## config.mk

```make
export PLATFORM = sky130hd
export DESIGN_NAME = irq_event_core
export DESIGN_NICKNAME = d
export VERILOG_FILES = /design/src/inc/irq_event_pkg.sv /design/src/logic/event_flag_bank.sv /design/src/logic/irq_event_core.sv
export VERILOG_INCLUDE_DIRS = /design/src /design/src/inc
export SDC_FILE = /design/constraint.sdc
export NUM_CORES = 1
export LEC_CHECK = 0
export BUFFER_PORTS_ARGS = -buffer_cell sky130_fd_sc_hd__buf_2
export CORE_MARGIN = 5
export CORE_UTILIZATION = 43
export DETAILED_ROUTE_END_ITERATION = 10
export GPL_TIMING_DRIVEN = 0
export HOLD_SLACK_MARGIN = 0.08
export PLACE_DENSITY = 0.8
export SKIP_LAST_GASP = 1
export SYNTH_ARGS = -nofsm -noshare
export SYNTH_HDL_FRONTEND = slang
export SYNTH_SLANG_ARGS = --single-unit
```

## constraint.sdc

```tcl
create_clock -name pclk -period 1.2 [get_ports pclk]
set_input_delay 0.06 -clock pclk [delete_from_list [all_inputs] [get_ports pclk]]
set_output_delay 0.06 -clock pclk [all_outputs]
set_load 0.005 [all_outputs]
```

## src/inc/irq_event_map.svh

```systemverilog
// Address map, field positions, reset values of the event/mask block
`ifndef IRQ_EVENT_MAP_SVH
`define IRQ_EVENT_MAP_SVH

`define APB_ADDR_W 12
`define EVT_W 22

`define EVT_SET_OFS 12'h080
`define EVT_CLR_OFS 12'h084
`define MSK_SET_OFS 12'h088
`define MSK_CLR_OFS 12'h08C

`define BIT_CYC64 21
`define BIT_CYC_SYNC 20
`define BIT_PHY_REQ 19
`define BIT_LINK_RESET 17
`define BIT_NODE_ID_DONE 16
`define BIT_ATOMIC_ERR 9
`define BIT_BUF_WR_ERR 8
`define BIT_ISO_RX 7
`define BIT_ISO_TX 6
`define BIT_RSP_PKT 5
`define BIT_REQ_PKT 4
`define BIT_ARX_RSP 3
`define BIT_ARX_REQ 2
`define BIT_ATX_RSP 1
`define BIT_ATX_REQ 0
`define BIT_GLOBAL_EN 31

`define EVT_LATCHED 22'h3B033F
`define EVT_READABLE 22'h3B03FF
`define MSK_WRITABLE 22'h3B03FF

`define EVT_RESET 22'h000000
`define MSK_RESET 22'h000000
`define GEN_RESET 1'b0
`define RDATA_RESET 32'h00000000

`endif

```

## src/inc/irq_event_pkg.sv

```systemverilog
// Types shared by the event/mask block
package irq_event_pkg;

  typedef enum logic [2:0] {
    SEL_EVT_SET,
    SEL_EVT_CLR,
    SEL_MSK_SET,
    SEL_MSK_CLR,
    SEL_NONE
  } reg_sel_e;

  typedef struct packed {
    logic cycle_second_bit7;
    logic cycle_count_lsb;
    logic phy_status_irq;
    logic link_reset_entered;
    logic node_id_stream_done;
    logic atomic_reply_unacked;
    logic buffered_write_host_fault;
    logic response_packet_stored;
    logic request_packet_stored;
    logic async_rx_response_ctx;
    logic async_rx_request_ctx;
    logic response_send_done;
    logic request_send_done;
  } event_sources_s;

endpackage : irq_event_pkg

```

## src/logic/event_flag_bank.sv

```systemverilog
// Bank of sticky flags with set, clear and overriding kill per bit
`timescale 1ns/10ps
module event_flag_bank #(
  parameter int WIDTH = 22,
  parameter logic [WIDTH-1:0] RESET_VAL = '0
) (
  input wire logic pclk,
  input wire logic presetn,
  input wire logic [WIDTH-1:0] set_bits,
  input wire logic [WIDTH-1:0] clr_bits,
  input wire logic [WIDTH-1:0] kill_bits,
  output logic [WIDTH-1:0] flags_q
);

  genvar i;
  generate
    for (i = 0; i < WIDTH; i++) begin : g_flag
      // Set beats clear so a coinciding event survives; kill beats both
      always_ff @(posedge pclk or negedge presetn) begin
        if (!presetn) begin
          flags_q[i] <= RESET_VAL[i];
        end else if (kill_bits[i]) begin
          flags_q[i] <= 1'b0;
        end else if (set_bits[i]) begin
          flags_q[i] <= 1'b1;
        end else if (clr_bits[i]) begin
          flags_q[i] <= 1'b0;
        end
      end
    end
  endgenerate

endmodule : event_flag_bank

```

## src/logic/irq_event_core.sv

```systemverilog
// Interrupt event and mask registers with APB access and interrupt output
`timescale 1ns/10ps
`include "irq_event_map.svh"

// What this block does
// - Bit 21 sets on cycle-second bit 7 change
// - Bit 20 sets on cycle-count LSB toggle
// - Bit 19 sets on PHY status interrupt
// - Bits 18 and 15..10 read zero
// - Bit 17 sets on bus reset entry
// - Bit 16 sets on self-ID stream done
// - Bus reset setting clears bit 16 together
// - Bit 9 sets on unacked lock response
// - Bit 8 sets on posted write host error
// - Bit 7 is ORed masked iso-rx events
// - Bit 6 is ORed masked iso-tx events
// - Bit 5 sets on response packet stored
// - Bit 4 sets on request packet stored
// - Bit 3 sets on rx response context completion
// - Bit 2 sets on rx request context completion
// - Bit 1 sets on tx response completion
// - Bit 0 sets on tx request completion
// - Rising source edge (either edge for bits 21 and 20) or set-write sets bit
// - Clear-register write of one clears; bus reset setting also clears bit 16
// - Global enable low blocks the interrupt
module irq_event_core #(
  parameter int ISO_RX_CTX = 4,
  parameter int ISO_TX_CTX = 8
) (
  input wire logic pclk,
  input wire logic presetn,
  input wire logic psel,
  input wire logic penable,
  input wire logic pwrite,
  input wire logic [`APB_ADDR_W-1:0] paddr,
  input wire logic [31:0] pwdata,
  output logic [31:0] prdata,
  output logic pready,
  output logic pslverr,
  input irq_event_pkg::event_sources_s sources,
  input wire logic [ISO_RX_CTX-1:0] iso_rx_context_events,
  input wire logic [ISO_RX_CTX-1:0] iso_rx_context_enables,
  input wire logic [ISO_TX_CTX-1:0] iso_tx_context_events,
  input wire logic [ISO_TX_CTX-1:0] iso_tx_context_enables,
  output logic irq_out
);

  import irq_event_pkg::*;

  function automatic reg_sel_e decode_sel(input logic [`APB_ADDR_W-1:0] addr);
    case (addr)
      `EVT_SET_OFS: decode_sel = SEL_EVT_SET;
      `EVT_CLR_OFS: decode_sel = SEL_EVT_CLR;
      `MSK_SET_OFS: decode_sel = SEL_MSK_SET;
      `MSK_CLR_OFS: decode_sel = SEL_MSK_CLR;
      default: decode_sel = SEL_NONE;
    endcase
  endfunction : decode_sel

  logic setup_phase;
  logic wr_access;
  logic wr_evt_set;
  logic wr_evt_clr;
  logic wr_msk_set;
  logic wr_msk_clr;
  reg_sel_e sel_now;

  event_sources_s prev_q;
  logic primed_q;

  logic [`EVT_W-1:0] hw_set;
  logic [`EVT_W-1:0] sw_set;
  logic [`EVT_W-1:0] sw_clr;
  logic [`EVT_W-1:0] set_total;
  logic [`EVT_W-1:0] kill_bits;
  logic [`EVT_W-1:0] event_q;
  logic [`EVT_W-1:0] event_view;

  logic [`EVT_W-1:0] msk_set;
  logic [`EVT_W-1:0] msk_clr;
  logic [`EVT_W-1:0] mask_q;
  logic global_irq_enable_q;

  logic iso_receive_summary;
  logic iso_transmit_summary;

  logic [31:0] read_value;
  logic [31:0] prdata_q;
  logic pslverr_q;
  logic irq_q;

  // Zero-wait slave: every access completes in its first access cycle
  assign pready = 1'b1;
  assign prdata = prdata_q;
  assign pslverr = pslverr_q;
  assign irq_out = irq_q;

  assign sel_now = decode_sel(paddr);
  assign setup_phase = psel & ~penable;
  assign wr_access = psel & penable & pwrite;
  assign wr_evt_set = wr_access & (sel_now == SEL_EVT_SET);
  assign wr_evt_clr = wr_access & (sel_now == SEL_EVT_CLR);
  assign wr_msk_set = wr_access & (sel_now == SEL_MSK_SET);
  assign wr_msk_clr = wr_access & (sel_now == SEL_MSK_CLR);

  // Source history; primed_q keeps the first sample after reset from faking an edge
  always_ff @(posedge pclk or negedge presetn) begin
    if (!presetn) begin
      prev_q <= '0;
    end else begin
      prev_q <= sources;
    end
  end

  always_ff @(posedge pclk or negedge presetn) begin
    if (!presetn) begin
      primed_q <= 1'b0;
    end else begin
      primed_q <= 1'b1;
    end
  end

  always_comb begin
    hw_set = '0;
    hw_set[`BIT_CYC64] = primed_q & (sources.cycle_second_bit7 ^ prev_q.cycle_second_bit7);
    hw_set[`BIT_CYC_SYNC] = primed_q & (sources.cycle_count_lsb ^ prev_q.cycle_count_lsb);
    hw_set[`BIT_PHY_REQ] = primed_q & sources.phy_status_irq & ~prev_q.phy_status_irq;
    hw_set[`BIT_LINK_RESET] = primed_q & sources.link_reset_entered & ~prev_q.link_reset_entered;
    hw_set[`BIT_NODE_ID_DONE] = primed_q & sources.node_id_stream_done & ~prev_q.node_id_stream_done;
    hw_set[`BIT_ATOMIC_ERR] = primed_q & sources.atomic_reply_unacked & ~prev_q.atomic_reply_unacked;
    hw_set[`BIT_BUF_WR_ERR] = primed_q & sources.buffered_write_host_fault
                              & ~prev_q.buffered_write_host_fault;
    hw_set[`BIT_RSP_PKT] = primed_q & sources.response_packet_stored
                           & ~prev_q.response_packet_stored;
    hw_set[`BIT_REQ_PKT] = primed_q & sources.request_packet_stored & ~prev_q.request_packet_stored;
    // Completion inputs arrive already qualified by the context's own condition
    hw_set[`BIT_ARX_RSP] = primed_q & sources.async_rx_response_ctx & ~prev_q.async_rx_response_ctx;
    hw_set[`BIT_ARX_REQ] = primed_q & sources.async_rx_request_ctx & ~prev_q.async_rx_request_ctx;
    hw_set[`BIT_ATX_RSP] = primed_q & sources.response_send_done & ~prev_q.response_send_done;
    hw_set[`BIT_ATX_REQ] = primed_q & sources.request_send_done & ~prev_q.request_send_done;
  end

  // Software set and clear touch latched bits only
  assign sw_set = wr_evt_set ? (pwdata[`EVT_W-1:0] & `EVT_LATCHED) : '0;
  assign sw_clr = wr_evt_clr ? (pwdata[`EVT_W-1:0] & `EVT_LATCHED) : '0;
  assign set_total = (hw_set | sw_set) & `EVT_LATCHED;

  // Link reset becoming set wipes self-ID done in the same edge, even against its own set
  always_comb begin
    kill_bits = '0;
    kill_bits[`BIT_NODE_ID_DONE] = set_total[`BIT_LINK_RESET] & ~event_q[`BIT_LINK_RESET];
  end

  event_flag_bank #(
    .WIDTH(`EVT_W),
    .RESET_VAL(`EVT_RESET)
  ) u_events (
    .pclk(pclk),
    .presetn(presetn),
    .set_bits(set_total),
    .clr_bits(sw_clr),
    .kill_bits(kill_bits),
    .flags_q(event_q)
  );

  // Summary bits follow the per-context registers live, never latched
  assign iso_receive_summary = |(iso_rx_context_events & iso_rx_context_enables);
  assign iso_transmit_summary = |(iso_tx_context_events & iso_tx_context_enables);

  always_comb begin
    event_view = event_q & `EVT_LATCHED;
    event_view[`BIT_ISO_RX] = iso_receive_summary;
    event_view[`BIT_ISO_TX] = iso_transmit_summary;
  end

  assign msk_set = wr_msk_set ? (pwdata[`EVT_W-1:0] & `MSK_WRITABLE) : '0;
  assign msk_clr = wr_msk_clr ? (pwdata[`EVT_W-1:0] & `MSK_WRITABLE) : '0;

  event_flag_bank #(
    .WIDTH(`EVT_W),
    .RESET_VAL(`MSK_RESET)
  ) u_mask (
    .pclk(pclk),
    .presetn(presetn),
    .set_bits(msk_set),
    .clr_bits(msk_clr),
    .kill_bits('0),
    .flags_q(mask_q)
  );

  always_ff @(posedge pclk or negedge presetn) begin
    if (!presetn) begin
      global_irq_enable_q <= `GEN_RESET;
    end else if (wr_msk_set & pwdata[`BIT_GLOBAL_EN]) begin
      global_irq_enable_q <= 1'b1;
    end else if (wr_msk_clr & pwdata[`BIT_GLOBAL_EN]) begin
      global_irq_enable_q <= 1'b0;
    end
  end

  // Registered to keep the pin glitch-free; costs one cycle of latency
  always_ff @(posedge pclk or negedge presetn) begin
    if (!presetn) begin
      irq_q <= 1'b0;
    end else begin
      irq_q <= global_irq_enable_q & (|(event_view & mask_q));
    end
  end

  // Clear address reads back the enabled events, not the raw flags
  always_comb begin
    read_value = '0;
    case (sel_now)
      SEL_EVT_SET: begin
        read_value[`EVT_W-1:0] = event_view;
      end
      SEL_EVT_CLR: begin
        read_value[`EVT_W-1:0] = event_view & mask_q;
      end
      SEL_MSK_SET, SEL_MSK_CLR: begin
        read_value[`EVT_W-1:0] = mask_q & `MSK_WRITABLE;
        read_value[`BIT_GLOBAL_EN] = global_irq_enable_q;
      end
      default: begin
        read_value = '0;
      end
    endcase
  end

  // Read data captured in setup so it leaves a flop in the access cycle
  always_ff @(posedge pclk or negedge presetn) begin
    if (!presetn) begin
      prdata_q <= `RDATA_RESET;
    end else if (setup_phase & ~pwrite) begin
      prdata_q <= read_value;
    end
  end

  always_ff @(posedge pclk or negedge presetn) begin
    if (!presetn) begin
      pslverr_q <= 1'b0;
    end else if (setup_phase) begin
      pslverr_q <= (sel_now == SEL_NONE);
    end
  end

endmodule : irq_event_core

```

**Yosys cells after proc, flatten, opt, wreduce, memory -nomap -nowiden**

Cells that the tools add are included.

- Add/sub/neg operators: 0
- $mul: 0
- Div/mod/pow operators: 0
- Magnitude comparators: 0
- Equality and inequality tests: 8
- Shift operators: 0
- Mux-type cells: 80
- Bitwise operators: 56
- Reduce and logical (&&, ||, !) cells: 41

Operators with widths:

| operator | count |
|---|---|
| $mux W22 | 4 |
| $mux W1 | 74 |
| $reduce_bool A2 Y1 | 35 |
| $pmux W22 S3 | 1 |
| $eq A12 B8 Y1 const B | 4 |
| $and A1 B1 Y1 | 36 |
| $and A22 B22 Y22 | 1 |
| $or A22 B22 Y22 | 1 |
| $reduce_or A22 Y1 | 1 |
| $not A1 Y1 | 14 |
| $pmux W3 S4 | 1 |
| $and A8 B8 Y8 | 1 |
| $reduce_or A8 Y1 | 1 |
| $eq A3 B2 Y1 const B | 2 |
| $and A4 B4 Y4 | 1 |
| $reduce_or A4 Y1 | 1 |
| $eq A3 B1 Y1 const B | 1 |
| $eq A3 B3 Y1 const B | 1 |
| $logic_not A3 Y1 | 1 |
| $reduce_bool A3 Y1 | 1 |
| $reduce_or A2 Y1 | 1 |
| $xor A1 B1 Y1 | 2 |

- Bits in registers: 75
- Latch bits: 0
- Memory bits (writable): 0
- Memory bits (read-only): 0
- Input port bits: 86
- Logic and storage cells: 238
- Memories kept: 0

**Logic depth before layout (Yosys ltp)**

Gate-level depths: netlist (run 1).

- Word-level depth: 8
- Gate-level depth with buffers: 6

**By module**

A second synthesis (run 1) with hierarchy kept.

- Cells, all modules: 399
- Area, all modules: 4302.9 µm²

By module, submodules not included:

| module | times used | cells each | area an instance (µm²) |
|---|---|---|---|
| event_flag_bank | 2 | 88 | 1128.6 |
| irq_event_core | 1 | 223 | 2045.7 |

**Worst setup path before layout (run 1)**

Ideal clock, no wire load.

- Kind: input-to-reg
- Start point: input port paddr[5]
- End point: register u_events.flags_q[0]
- Setup time: 0.065 ns
- Arrival: 1.632 ns
- Data required time: 1.135 ns
- Path slack: -0.498 ns
- Stages on the path: 5
- Path buffers: 1
- Path through: or4b_4 > or3_1 > buf_6 > nor4_4 > a211o_1

- Cells in the longest elaborated chain, start to end: 7

RTL lines:

| what | line | source |
|---|---|---|
| start, declared | irq_event_core.sv:35 | `` input wire logic [`APB_ADDR_W-1:0] paddr, `` |
| $eq A12 B8 Y1 | irq_event_core.sv:51 | `case (addr)` |
| $pmux W3 S4 * | irq_event_core.sv:51 |  |
| $logic_not A3 Y1 | irq_event_core.sv:101 | `assign wr_evt_set = wr_access & (sel_now == SEL_EVT_SET);` |
| $and A1 B1 Y1 | irq_event_core.sv:101 |  |
| $mux W22 | irq_event_core.sv:144 | `` assign sw_set = wr_evt_set ? (pwdata[`EVT_W-1:0] & `EVT_LATCHED) : '0; `` |
| $or A22 B22 Y22 | irq_event_core.sv:146 | `` assign set_total = (hw_set \| sw_set) & `EVT_LATCHED; `` |
| $mux W1 / $reduce_bool A2 Y1 (equally long branches) | - |  |
| end signal, assigned by index | event_flag_bank.sv:21 | `flags_q[i] <= RESET_VAL[i];` |
| end, declared | event_flag_bank.sv:12 | `output logic [WIDTH-1:0] flags_q` |

Every way passes the cells marked *; elsewhere a longest branch is shown, timed or not.
A chain may end at the register's enable or synchronous reset.

**Worst setup path after layout (run 1)**

- Start point: input port paddr[5]
- End point: register u_events.flags_q[20]

Same word-level chain as after synthesis.

==> qor.txt, run 1 <==
status: complete, but fails checks
failing checks: negative setup slack
Primary FF master, synth: dfrtp_1
share of layout cells above drive strength 1: 44.0%
Post-synth top cells: dfrtp_1, nand2_1, buf_4
worst-path fanout max: 5
area of the mapped netlist: 2900 um^2
Seq cells post-synth: 61
ANT nets after route: 0
Skew-Pair Late Insertion Delay: 0.34 ns
max cap viols: 0
WS Path Type: input port to flip-flop
DR WL/cell: 16.7 um
n_diodes: 0
# IOs: 121
main combinational cell family by area after synthesis: compound AO/OA/AOI/OAI gates
Max Clock Freq: 0.698 GHz
Tightest Hold Check Type: input port to flip-flop
Final Skew: 0.00853 ns
# setup viols final: 47
vias per cell: 5.22
vias in the first global route: 2711
Fin. Hold Viols: 0
Slew HR: 34.2%
WP data arrival: 1.66 ns
Synth area leaders: dfrtp_1, nand2_1, mux2i_1, buf_4, o31ai_1
Area growth syn-to-layout: 57.2%
worst-case clock buffer depth: 2
multiplexer share of the synthesized area: 5.91%
CTS tree: yes
die extent in x: 92.1 um
first drt pass iteration count: 4
post-synth top area share: 52.6%
Starting Density: 43.4%
Distinct cells, synth: 37
CTS Buf Count: 9
Syn Area/Cell: 10.3 um^2
CTS sink cnt: 61
Worst Tran Pin Value: 0.988 ns
# H-tree levels: 3
Post-synth EDFFs: 0
Synth Warn #: 0
initial antenna violation count: 0
Worst Setup Slack, final: -0.233 ns
Post-Synth Simple-Gate Area: 14.2%
die area: 8490 um^2
VDD IR-drop max: 0.657 mV
top-count cell post-synth: dfrtp_1
Final Wtd Congestion: 0.810
Floorplan Core Area: 6680 um^2
Post-Syn Instances: 281
detailed-route wire length: 8790 um
first-pass GRT wire length: 13000 um
post-route setup TNS: -8.14 ns
fin crit share: 119%
clock tree root buffer cell: clkbuf_8
RSZ-0062 raised after global routing: yes
# fillers: 453
Port Buffers: 87
Detail Placement HPWL: 5400 um
Seq/Total Area, Yosys: 52.6%
Cells after DPL: 464
Final Slew Violations: 0
worst endpoint required time: 1.42 ns
startpoint types: input port
vias post-DR: 2755
crit path time final: 1.43 ns
compound-cell area share of the yosys netlist: 17.9%
# nets final: 530
crit end category: flip-flop
PD cells: 934 nW/um^2
global route overflow: 0
First DRT Iteration DRCs: 175
Yosys top cell by area: dfrtp_1
Clk pin slew, worst setup/hold paths: 0.07 ns
largest net degree at the start of global routing: 62
asr flop ratio synth: 100%
Pleak: 2.30 nW
Tot Pwr: 4.26 mW
row count: 30
drc violations: 0
Setup WS pre-CTS: -0.910 ns
adder-cell area share of the yosys netlist: 0%
Final Util: 68.2%
Synth Area in XOR/XNOR: 0.604%
die height: 92.1 um
global-route usage over all layers: 19.3%
Finished Layout Cells: 528
[layout by cell type, fill, tap and decap left out, types with 2 or more instances in the layout]
master,count
buf_2,84
dfrtp_1,61
nand2_1,36
dlygate4sd3_1,30
buf_4,28
conb_1,18
inv_1,16
mux2i_1,15
o22ai_1,14
nor2_1,13
buf_6,12
clkbuf_8,12
a22oi_1,11
o31ai_4,10
a211o_1,9
nand2_2,8
clkbuf_1,7
nand2_4,7
nor4_4,4
a21boi_0,4
o31ai_2,4
nand3_1,3
a21boi_1,3
nand4_1,2
a21oi_1,2
clkbuf_2,2
or4b_4,2
or4_4,2
a21boi_2,2
a21bo_4,2
xor2_1,2
a21bo_2,2
nand3_2,2
buf_12,2
[layout make-up]
class,count,area [um^2],share of cell area [%]
Multi-Input combinational cell,190,1520,33.2
Clock buffer,14,173,3.79
Buffer,28,188,4.12
Tap cell,80,100,2.20
Timing Repair Buffer,138,991,21.7
Clock inverter,1,5.00,0.110
Sequential cell,61,1530,33.5
Inverter,16,60.1,1.32
[cell families (layout without fill, tap and decap cells)]
logic type / count (synthesis) / in the layout
AO/OA/AOI/OAI: 69 / 69
XOR/XNOR: 2 / 2
buffers and inverters: 46 / 197
flip-flops: 61 / 61
multiplexers: 17 / 17
other: 2 / 18
AND/OR/NAND/NOR: 84 / 84
[layer usage]
metal	up-vias	wire length [um]	part of all wire [%]	global-route usage [%]
li1	1288	-	-	-
met1	1333	3520	40	23.1
met2	103	4520	51	33.5
met3	31	423	4.8	3.28
met4	0	326	3.7	9.78
met5	-	0	0	0
[worst max-delay path, cell delays in order]
cell	delay, ns
buf_6	0.09
or4b_4	0.57
nor4_4	0.45
buf_4	0.23
buf_12	0.11
a21bo_4	0.11
nand3_2	0.06
[report_power, final]
group	internal (mW)	leakage, nW	total, mW	switching, mW
Clock	0.906	0.0926	1.67	0.764
Combinational	0.242	1.55	0.494	0.252
Sequential	2.08	0.658	2.09	0.0108
Total	3.23	2.30	4.26	1.03
[path summary, 6_finish.rpt]
| check | end | slack [ns] | cells past startpoint | start |
|---|---|---|---|---|
| setup / recovery | u_events.flags_q[20] | -0.23 | 7 | paddr[5] |
| hold / removal | pslverr | 0.14 | 3 | penable |
| setup reg to reg | irq_out | -0.14 | 4 | u_mask.flags_q[9] |
| hold reg to reg | prdata[6] | 0.48 | 2 | prdata[6] |
| max in group asynchronous | u_events.flags_q[5] | 0.36 | 2 | presetn |
| min in group asynchronous | prdata[5] | 0.33 | 2 | presetn |
[registers in the layout (all words and copies together), names as in the netlist]
register             count
global_irq_enable_q      1
irq_out                  1
prdata                  16
prev_q                  13
primed_q                 1
pslverr                  1
u_events.flags_q        13
u_mask.flags_q          15
[through the flow]
stage / hold slack (ns) / instance area, um^2
finish: 0.142 / 4560
global route: 0.145 / 4560
CTS: 0.0552 / 4260
detailed placement: 0.183 / 3530
global placement: 0.183 / 3530
floorplan: -0.236 / 2990
[what timing repair did]
| action | CTS | global route |
|---|---|---|
| gates cloned | 2 | 2 |
| pin swaps | 36 | 18 |
| resized for setup | 33 | 58 |
| hold endpoints to repair | 103 | 61 |
| setup buffers | 12 | 5 |
| hold buffers | 29 | 1 |
| endpoints found under the setup margin | 47 | 47 |
(Power assumes the default switching activity.)
==> run 2: changes to the inputs <==
- CORE_ASPECT_RATIO: unset -> 1.4
==> run 2 against run 1 <==
Effect of this change:
- the run still ends with negative setup slack left
- design area is 1.5% higher
- register-to-register slack worse by 0.06 ns
- first-iteration DRC count is 11% higher
- sequential share of layout area is 0.49 points lower
- combinational power hardly changed
- sequential power hardly changed
- die area is 0.28% higher
- final cell count is 0.19% lower
- sequential cell count stayed put
- global-route usage is 0.86 points higher
==> qor.txt, run 2 (same netlist as run 1, synthesis figures left out) <==
WS Path Type: input port to flip-flop
vias in the first global route: 2784 (+2.7%)
# H-tree levels: 3 (unchanged)
Floorplan Core Area: 6570 um^2 (-1.7%)
Worst Setup Slack, final: -0.379 ns (-0.146 ns)
Final Slew Violations: 0 (unchanged)
CTS Buf Count: 9 (unchanged)
first drt pass iteration count: 5 (+1)
die extent in x: 79.4 um (-14%)
RSZ-0062 raised after global routing: yes
delay of the slowest cell on the worst path: 0.56 ns (about the same)
CTS tree: yes
first-pass GRT wire length: 13300 um (+3.0%)
die area: 8510 um^2 (+0.28%)
clock tree root buffer cell: clkbuf_8
internal power: 3.19 mW (-1.4%)
n_diodes: 0 (unchanged)
Max Clock Freq: 0.633 GHz (-9.3%)
critical path's top delay family: simple AND/OR/NAND/NOR gates
Clk pwr share: 38.3% (-0.9 points)
slowest CP cell: or4_4
die height: 107 um (+16%)
Largest register FFs: 16 (unchanged)
Slew HR: 26.0% (-8.2 points)
ANT nets after route: 0 (unchanged)
met2 wire length: 4760 um (+5.3%)
worst-path fanout max: 4 (-1)
# fillers: 432 (-4.6%)
Final Wtd Congestion: 0.818 (+0.95%)
switching power: 1.00 mW (-2.2%)
Sw Share: 24.0% (-0.15 points)
Worst Tran Pin Value: 1.11 ns (+0.123 ns)
CP most frequent cell: buf_6
crit path time final: 1.58 ns (+0.146 ns)
vias post-DR: 2785 (+1.1%)
Setup WS pre-CTS: -0.961 ns (-0.0507 ns)
Final Skew: 0.00913 ns (+0.000598 ns)
Starting Density: 44.2% (+0.74 points)
# IOs: 121 (unchanged)
status: complete, but fails checks
crit end category: flip-flop
Area growth syn-to-layout: 59.5%
vias per cell: 5.28 (+1.3%)
Clk pin slew, worst setup/hold paths: 0.06 ns (about the same)
fin crit share: 132% (+12 points)
PD cells: 906 nW/um^2 (-3.0%)
critical path, cell by cell: buf_6 > or4_4 > or3_1 > buf_6 > nor4_4 > buf_2 > a211o_1
# nets final: 534 (+0.75%)
detailed-route wire length: 8960 um (+1.8%)
Detail Placement HPWL: 5450 um (+0.98%)
CTS sink cnt: 61 (unchanged)
Seq pwr share: 50.0% (+0.8 points)
initial antenna violation count: 0 (unchanged)
Top Layer Used: met4
startpoint types: input port
Port Buffers: 87 (unchanged)
First DRT Iteration DRCs: 195 (+11%)
# setup viols final: 47 (unchanged)
Pleak: 2.37 nW (+3.3%)
met1 WL: 3380 um (-3.9%)
WP data arrival: 1.85 ns (+0.19 ns)
max cap viols: 0 (unchanged)
logic gate share of total power: 11.8% (+0.2 points)
VDD IR-drop max: 0.782 mV (+19%)
failing checks: negative setup slack
share of layout cells above drive strength 1: 43.7% (-0.26 points)
worst hold margin: 0.130 ns (-0.0117 ns)
Fin. Hold Viols: 0 (unchanged)
DR WL/cell: 17.0 um (+2.0%)
global route overflow: 0 (unchanged)
Skew-Pair Late Insertion Delay: 0.33 ns (about the same)
row count: 35 (+17%)
commonest non-fill, non-tap cell in the layout: buf_2
worst endpoint required time: 1.47 ns (+0.05 ns)
met3 WL: 493 um (+17%)
most frequent cells in the layout: buf_2, dfrtp_1, nand2_1
drc violations: 0 (unchanged)
Buf+Inv Stages, Crit Path: 3 (unchanged)
global-route usage over all layers: 20.2% (+0.86 points)
Tightest Hold Check Type: input port to flip-flop
largest net degree at the start of global routing: 62 (unchanged)
worst-case clock buffer depth: 2 (unchanged)
[run 2: cell types whose count changed in the layout (fill, tap and decap cells not counted), moves of 2 or more]
cell	change
a21bo_2	+2
a21bo_4	-2
a21boi_0	+5
a21boi_1	-3
a21boi_2	-2
buf_6	+3
clkbuf_2	+2
nand2_2	-4
nand2_4	+5
o31ai_4	+2
[run 2: power by group through the flow]
| stage | Sequential (mW) | Combinational, mW | Clock [mW] |
|---|---|---|---|
| 5_1_grt | 2.10 | 0.543 | 1.69 |
| 4_1_cts | 2.10 | 0.449 | 1.61 |
| 3_5_place_dp | 2.13 | 0.353 | 0 |
| 3_3_place_gp | 2.13 | 0.345 | 0 |
| 6_report | 2.10 | 0.493 | 1.60 |
| 2_1_floorplan | 2.13 | 0.154 | 0 |
[run 2: area by class of cell]
cell class                 instances  area (um^2)  share of cell area [%]
multi-input combinational        190         1540                    33.3
timing repair buffer             140         1010                    21.8
clock buffer                      15          166                    3.60
buffer                            30          224                    4.84
clock inverter                     1         5.00                   0.108
sequential                        61         1530                    33.0
inverter                          16         60.1                    1.30
tap                               74         92.6                    2.00
[run 2: per-stage QoR]
| step | setup TNS [ns] | area, um^2 | power, mW | instances | utilization [%] |
|---|---|---|---|---|---|
| floorplan | -16.25 | 2990 | 2.28 | 297 | - |
| global placement | -29.99 | 3520 | 2.48 | 458 | 53.6 |
| detailed placement | -32.18 | 3520 | 2.49 | 458 | 53.6 |
| CTS | -7.59 | 4290 | 4.15 | 516 | 65.3 |
| global route | -11.28 | 4630 | 4.33 | 527 | 70.4 |
| finish | -10.32 | 4630 | 4.19 | 527 | 70.4 |
[run 2: worst min-delay path: stages]
cell,delay [ns]
buf_2,0.10
nor2b_1,0.07
mux2_4,0.20
[run 2: final timing paths]
| path | from | to | slack [ns] | cells past startpoint |
|---|---|---|---|---|
| max in group asynchronous | presetn | u_events.flags_q[9] | 0.34 | 2 |
| min reg2reg | prdata[31] | prdata[31] | 0.49 | 2 |
| max reg2reg | u_events.flags_q[21] | irq_out | -0.20 | 4 |
| min in group asynchronous | presetn | prdata[19] | 0.34 | 2 |
| min | penable | pslverr | 0.13 | 3 |
| max | paddr[10] | u_events.flags_q[8] | -0.38 | 7 |
[run 2: routing by layer]
layer / global-route usage, % / vias to the layer above
li1: - / 1299
met1: 21.4 / 1347
met2: 37.3 / 115
met3: 3.53 / 24
met4: 10.7 / 0
met5: 0 / -
[run 2: what timing repair did]
item | 4_1_cts | 5_1_grt
setup buffers | 11 | 8
setup endpoints to repair | 47 | 47
pin swaps | 25 | 20
gates resized for setup | 47 | 42
endpoints found under the hold margin | 94 | 61
cloned | 2 | 2
hold buffers | 29 | 1
==> run 3: changes to the inputs <==
- ABC_AREA: unset -> 1
- CORE_UTILIZATION: 43 -> 45
- PLACE_DENSITY: 0.8 -> 0.81
==> run 3 against run 2 <==
Effect of this change:
- the flow still finishes with violations (negative setup slack)
- synthesized cell count rose by 48%
- highest routed layer unchanged
- critical endpoint is now irq_out
- final cell count rose by 27%
- worst setup slack better by 0.37 ns
- clock power about the same
- sequential power hardly changed
- clock skew shrank 0.0022 ns
- largest cell class is now flip-flops and latches
- first-iteration DRC count rose by 5.1%
- non-clock buffer count shrank 16
- sequential cell count unchanged
==> qor.txt, run 3 <==
status: complete, but fails checks
failing checks: negative setup slack
vias per cell: 4.79 (-9.3%)
vias post-DR: 3205 (+15%)
Buf+Inv Stages, Crit Path: 1 (-2)
max cap viols: 0 (unchanged)
Yosys top cell by area: dfrtp_1
Pleak: 2.44 nW (+2.7%)
Post-Syn Instances: 417 (+48%)
Skew-Pair Late Insertion Delay: 0.35 ns (+0.02 ns)
Slew HR: 49.4% (+23 points)
post-synth top area share: 46.8% (-5.8 points)
drc violations: 0 (unchanged)
Final Slew Violations: 0 (unchanged)
Fin. Hold Viols: 0 (unchanged)
critical path's top delay family: simple AND/OR/NAND/NOR gates
Floorplan Core Area: 7030 um^2 (+7.0%)
Seq/Total Area, Yosys: 46.8% (-5.8 points)
WP data arrival: 1.45 ns (-0.40 ns)
startpoint types: flip-flop
Worst Setup Slack, final: -0.00944 ns (+0.369 ns)
die extent in x: 81.9 um (+3.2%)
detailed-route wire length: 8500 um (-5.1%)
first drt pass iteration count: 4 (-1)
Final Wtd Congestion: 0.852 (+4.1%)
# IOs: 121 (unchanged)
Post-synth EDFFs: 0 (unchanged)
Finished Layout Cells: 669 (+27%)
worst-path fanout max: 2 (-2)
crit path time final: 1.21 ns (-0.369 ns)
compound-cell area share of the yosys netlist: 10.5% (-7.4 points)
Worst R2R Setup Slack: -0.009 ns (+0.19 ns)
worst-case clock buffer depth: 2 (unchanged)
Largest register FFs: 16 (unchanged)
# nets final: 655 (+23%)
slowest CP cell: dfrtp_1
most frequent cells in the layout: nand2_1, buf_2, dfrtp_1
die area: 9070 um^2 (+6.6%)
Cells after DPL: 615 (+34%)
Syn Area/Cell: 7.82 um^2 (-24%)
Synth Warn #: 0 (unchanged)
fin crit share: 101% (-31 points)
CTS tree: yes
row count: 36 (+2.9%)
crit end category: flip-flop
Max Clock Freq: 0.827 GHz (+31%)
CTS Buf Count: 9 (unchanged)
# H-tree levels: 3 (unchanged)
PD cells: 935 nW/um^2 (+3.2%)
Seq cells post-synth: 61 (unchanged)
# setup viols final: 1 (-98%)
clock tree root buffer cell: clkbuf_8
vias in the first global route: 3141 (+13%)
Detail Placement HPWL: 6180 um (+13%)
main combinational cell family by area after synthesis: simple AND/OR/NAND/NOR gates
CP most frequent cell: nand2_1
global-route usage over all layers: 19.3% (-0.89 points)
n_diodes: 0 (unchanged)
commonest non-fill, non-tap cell in the layout: nand2_1
CTS sink cnt: 61 (unchanged)
Primary FF master, synth: dfrtp_1
Tightest Hold Check Type: input port to flip-flop
critical path, cell by cell: nand2_1 > nand2_1 > nor2_1 > nand4_1 > nor2_1 > nand3_1 > nand2_1 > inv_1
Area growth syn-to-layout: 35.1%
area of the mapped netlist: 3260 um^2 (+12%)
post-route setup TNS: -0.00944 ns (+10.31 ns)
delay of the slowest cell on the worst path: 0.40 ns (-0.16 ns)
RSZ-0062 raised after global routing: yes
Starting Density: 46.4% (+2.2 points)
first-pass GRT wire length: 13700 um (+2.4%)
DR WL/cell: 12.7 um (-25%)
Post-Synth Simple-Gate Area: 29.5% (+15 points)
top-count cell post-synth: nand2_1
largest net degree at the start of global routing: 62 (unchanged)
worst endpoint required time: 1.45 ns (-0.02 ns)
die height: 111 um (+3.3%)
Worst Tran Pin Value: 0.759 ns (-0.351 ns)
Clk pin slew, worst setup/hold paths: 0.07 ns (about the same)
initial antenna violation count: 0 (unchanged)
Final Skew: 0.00694 ns (-0.00219 ns)
VDD IR-drop max: 0.645 mV (-18%)
Port Buffers: 87 (unchanged)
adder-cell area share of the yosys netlist: 0% (unchanged)
Setup WS pre-CTS: -0.210 ns (+0.751 ns)
Distinct cells, synth: 26 (-30%)
WS Path Type: flip-flop to flip-flop
Synth Area in XOR/XNOR: 0.537% (-0.067 points)
global route overflow: 0 (unchanged)
First DRT Iteration DRCs: 205 (+5.1%)
asr flop ratio synth: 100% (unchanged)
ANT nets after route: 0 (unchanged)
Synth area leaders: dfrtp_1, nand2_1, inv_1, buf_4, nor2_1
Post-synth top cells: nand2_1, dfrtp_1, inv_1
multiplexer share of the synthesized area: 0.345% (-5.6 points)
share of layout cells above drive strength 1: 26.8% (-17 points)
[run 3: cell count changes after synthesis, moves of 11 or more]
cell	delta
a22oi_1	-11
inv_1	+31
mux2i_1	-16
nand2_1	+97
nand3b_1	+11
nor2_1	+20
o2111ai_1	+13
o211ai_1	+11
o21ai_1	+19
o22ai_1	-14
o31ai_1	-15
[run 3: cells by family (layout without fill, tap and decap cells)]
family	Yosys count	in the layout
and+or+nand+nor	219	219
other	2	18
muxes	1	1
xor gates and xnor gates	2	2
AOI/OAI and AO/OA	53	53
buffers and inverters	79	220
DFF	61	61
[run 3: final cells by class]
cell class              instances  area (um^2)
plain buffers                  29          206
clock buffers                   9          124
clock inverters                 7         42.5
fillers                       631         2620
inverters                      50          188
multi-input cells             293         1400
flip-flops and latches         61         1530
well taps                      95          119
repair buffers                125          798
[run 3: path summary, 6_finish.rpt]
kind                                       from    endpoint  cells past startpoint
hold / removal                          penable     pslverr                      3
setup reg to reg           u_events.flags_q[16]     irq_out                      8
max in group asynchronous               presetn  prdata[19]                      2
min in group asynchronous               presetn    primed_q                      2
hold reg to reg                       prdata[2]   prdata[2]                      2
setup / recovery           u_events.flags_q[16]     irq_out                      8
[run 3: metal layers]
| layer | vias to the layer above | track usage [%] | wire [um] |
|---|---|---|---|
| met5 | - | 0 | 0 |
| met4 | 0 | 12.0 | 340 |
| met3 | 31 | 4.47 | 635 |
| met2 | 125 | 32.9 | 4230 |
| met1 | 1446 | 20.7 | 3290 |
| li1 | 1603 | - | - |
[run 3: stage by stage]
step / instance area [um^2] / total power, mW / util (%) / hold WS [ns]
2_1_floorplan: 3320 / 2.31 / - / -0.236
6_report: 4400 / 4.12 / 62.7 / 0.103
5_1_grt: 4400 / 4.31 / 62.7 / 0.101
4_1_cts: 4380 / 4.15 / 62.4 / 0.0582
3_3_place_gp: 3870 / 2.49 / 55.1 / 0.186
3_5_place_dp: 3870 / 2.51 / 55.1 / 0.187
[run 3: power breakdown]
part           internal, mW  switching [mW]
Sequential             2.08         0.00851
Combinational         0.227           0.230
Clock                 0.731           0.842
Total                  3.04            1.08
[run 3: worst reg2reg max path: stages (launching register included)]
cell	delay [ns]
dfrtp_1	0.40
nand2_1	0.07
nand2_1	0.05
nor2_1	0.10
nand4_1	0.14
nor2_1	0.15
nand3_1	0.08
nand2_1	0.08
inv_1	0.04
[run 3: what timing repair did]
item | CTS | global route
resized for setup | 0 | 2
gates cloned | 0 | 0
pin swaps | 2 | 3
endpoints found under the setup margin | 1 | 8
setup buffers | 7 | 1
endpoints found under the hold margin | 102 | 61
hold buffers | 29 | 1
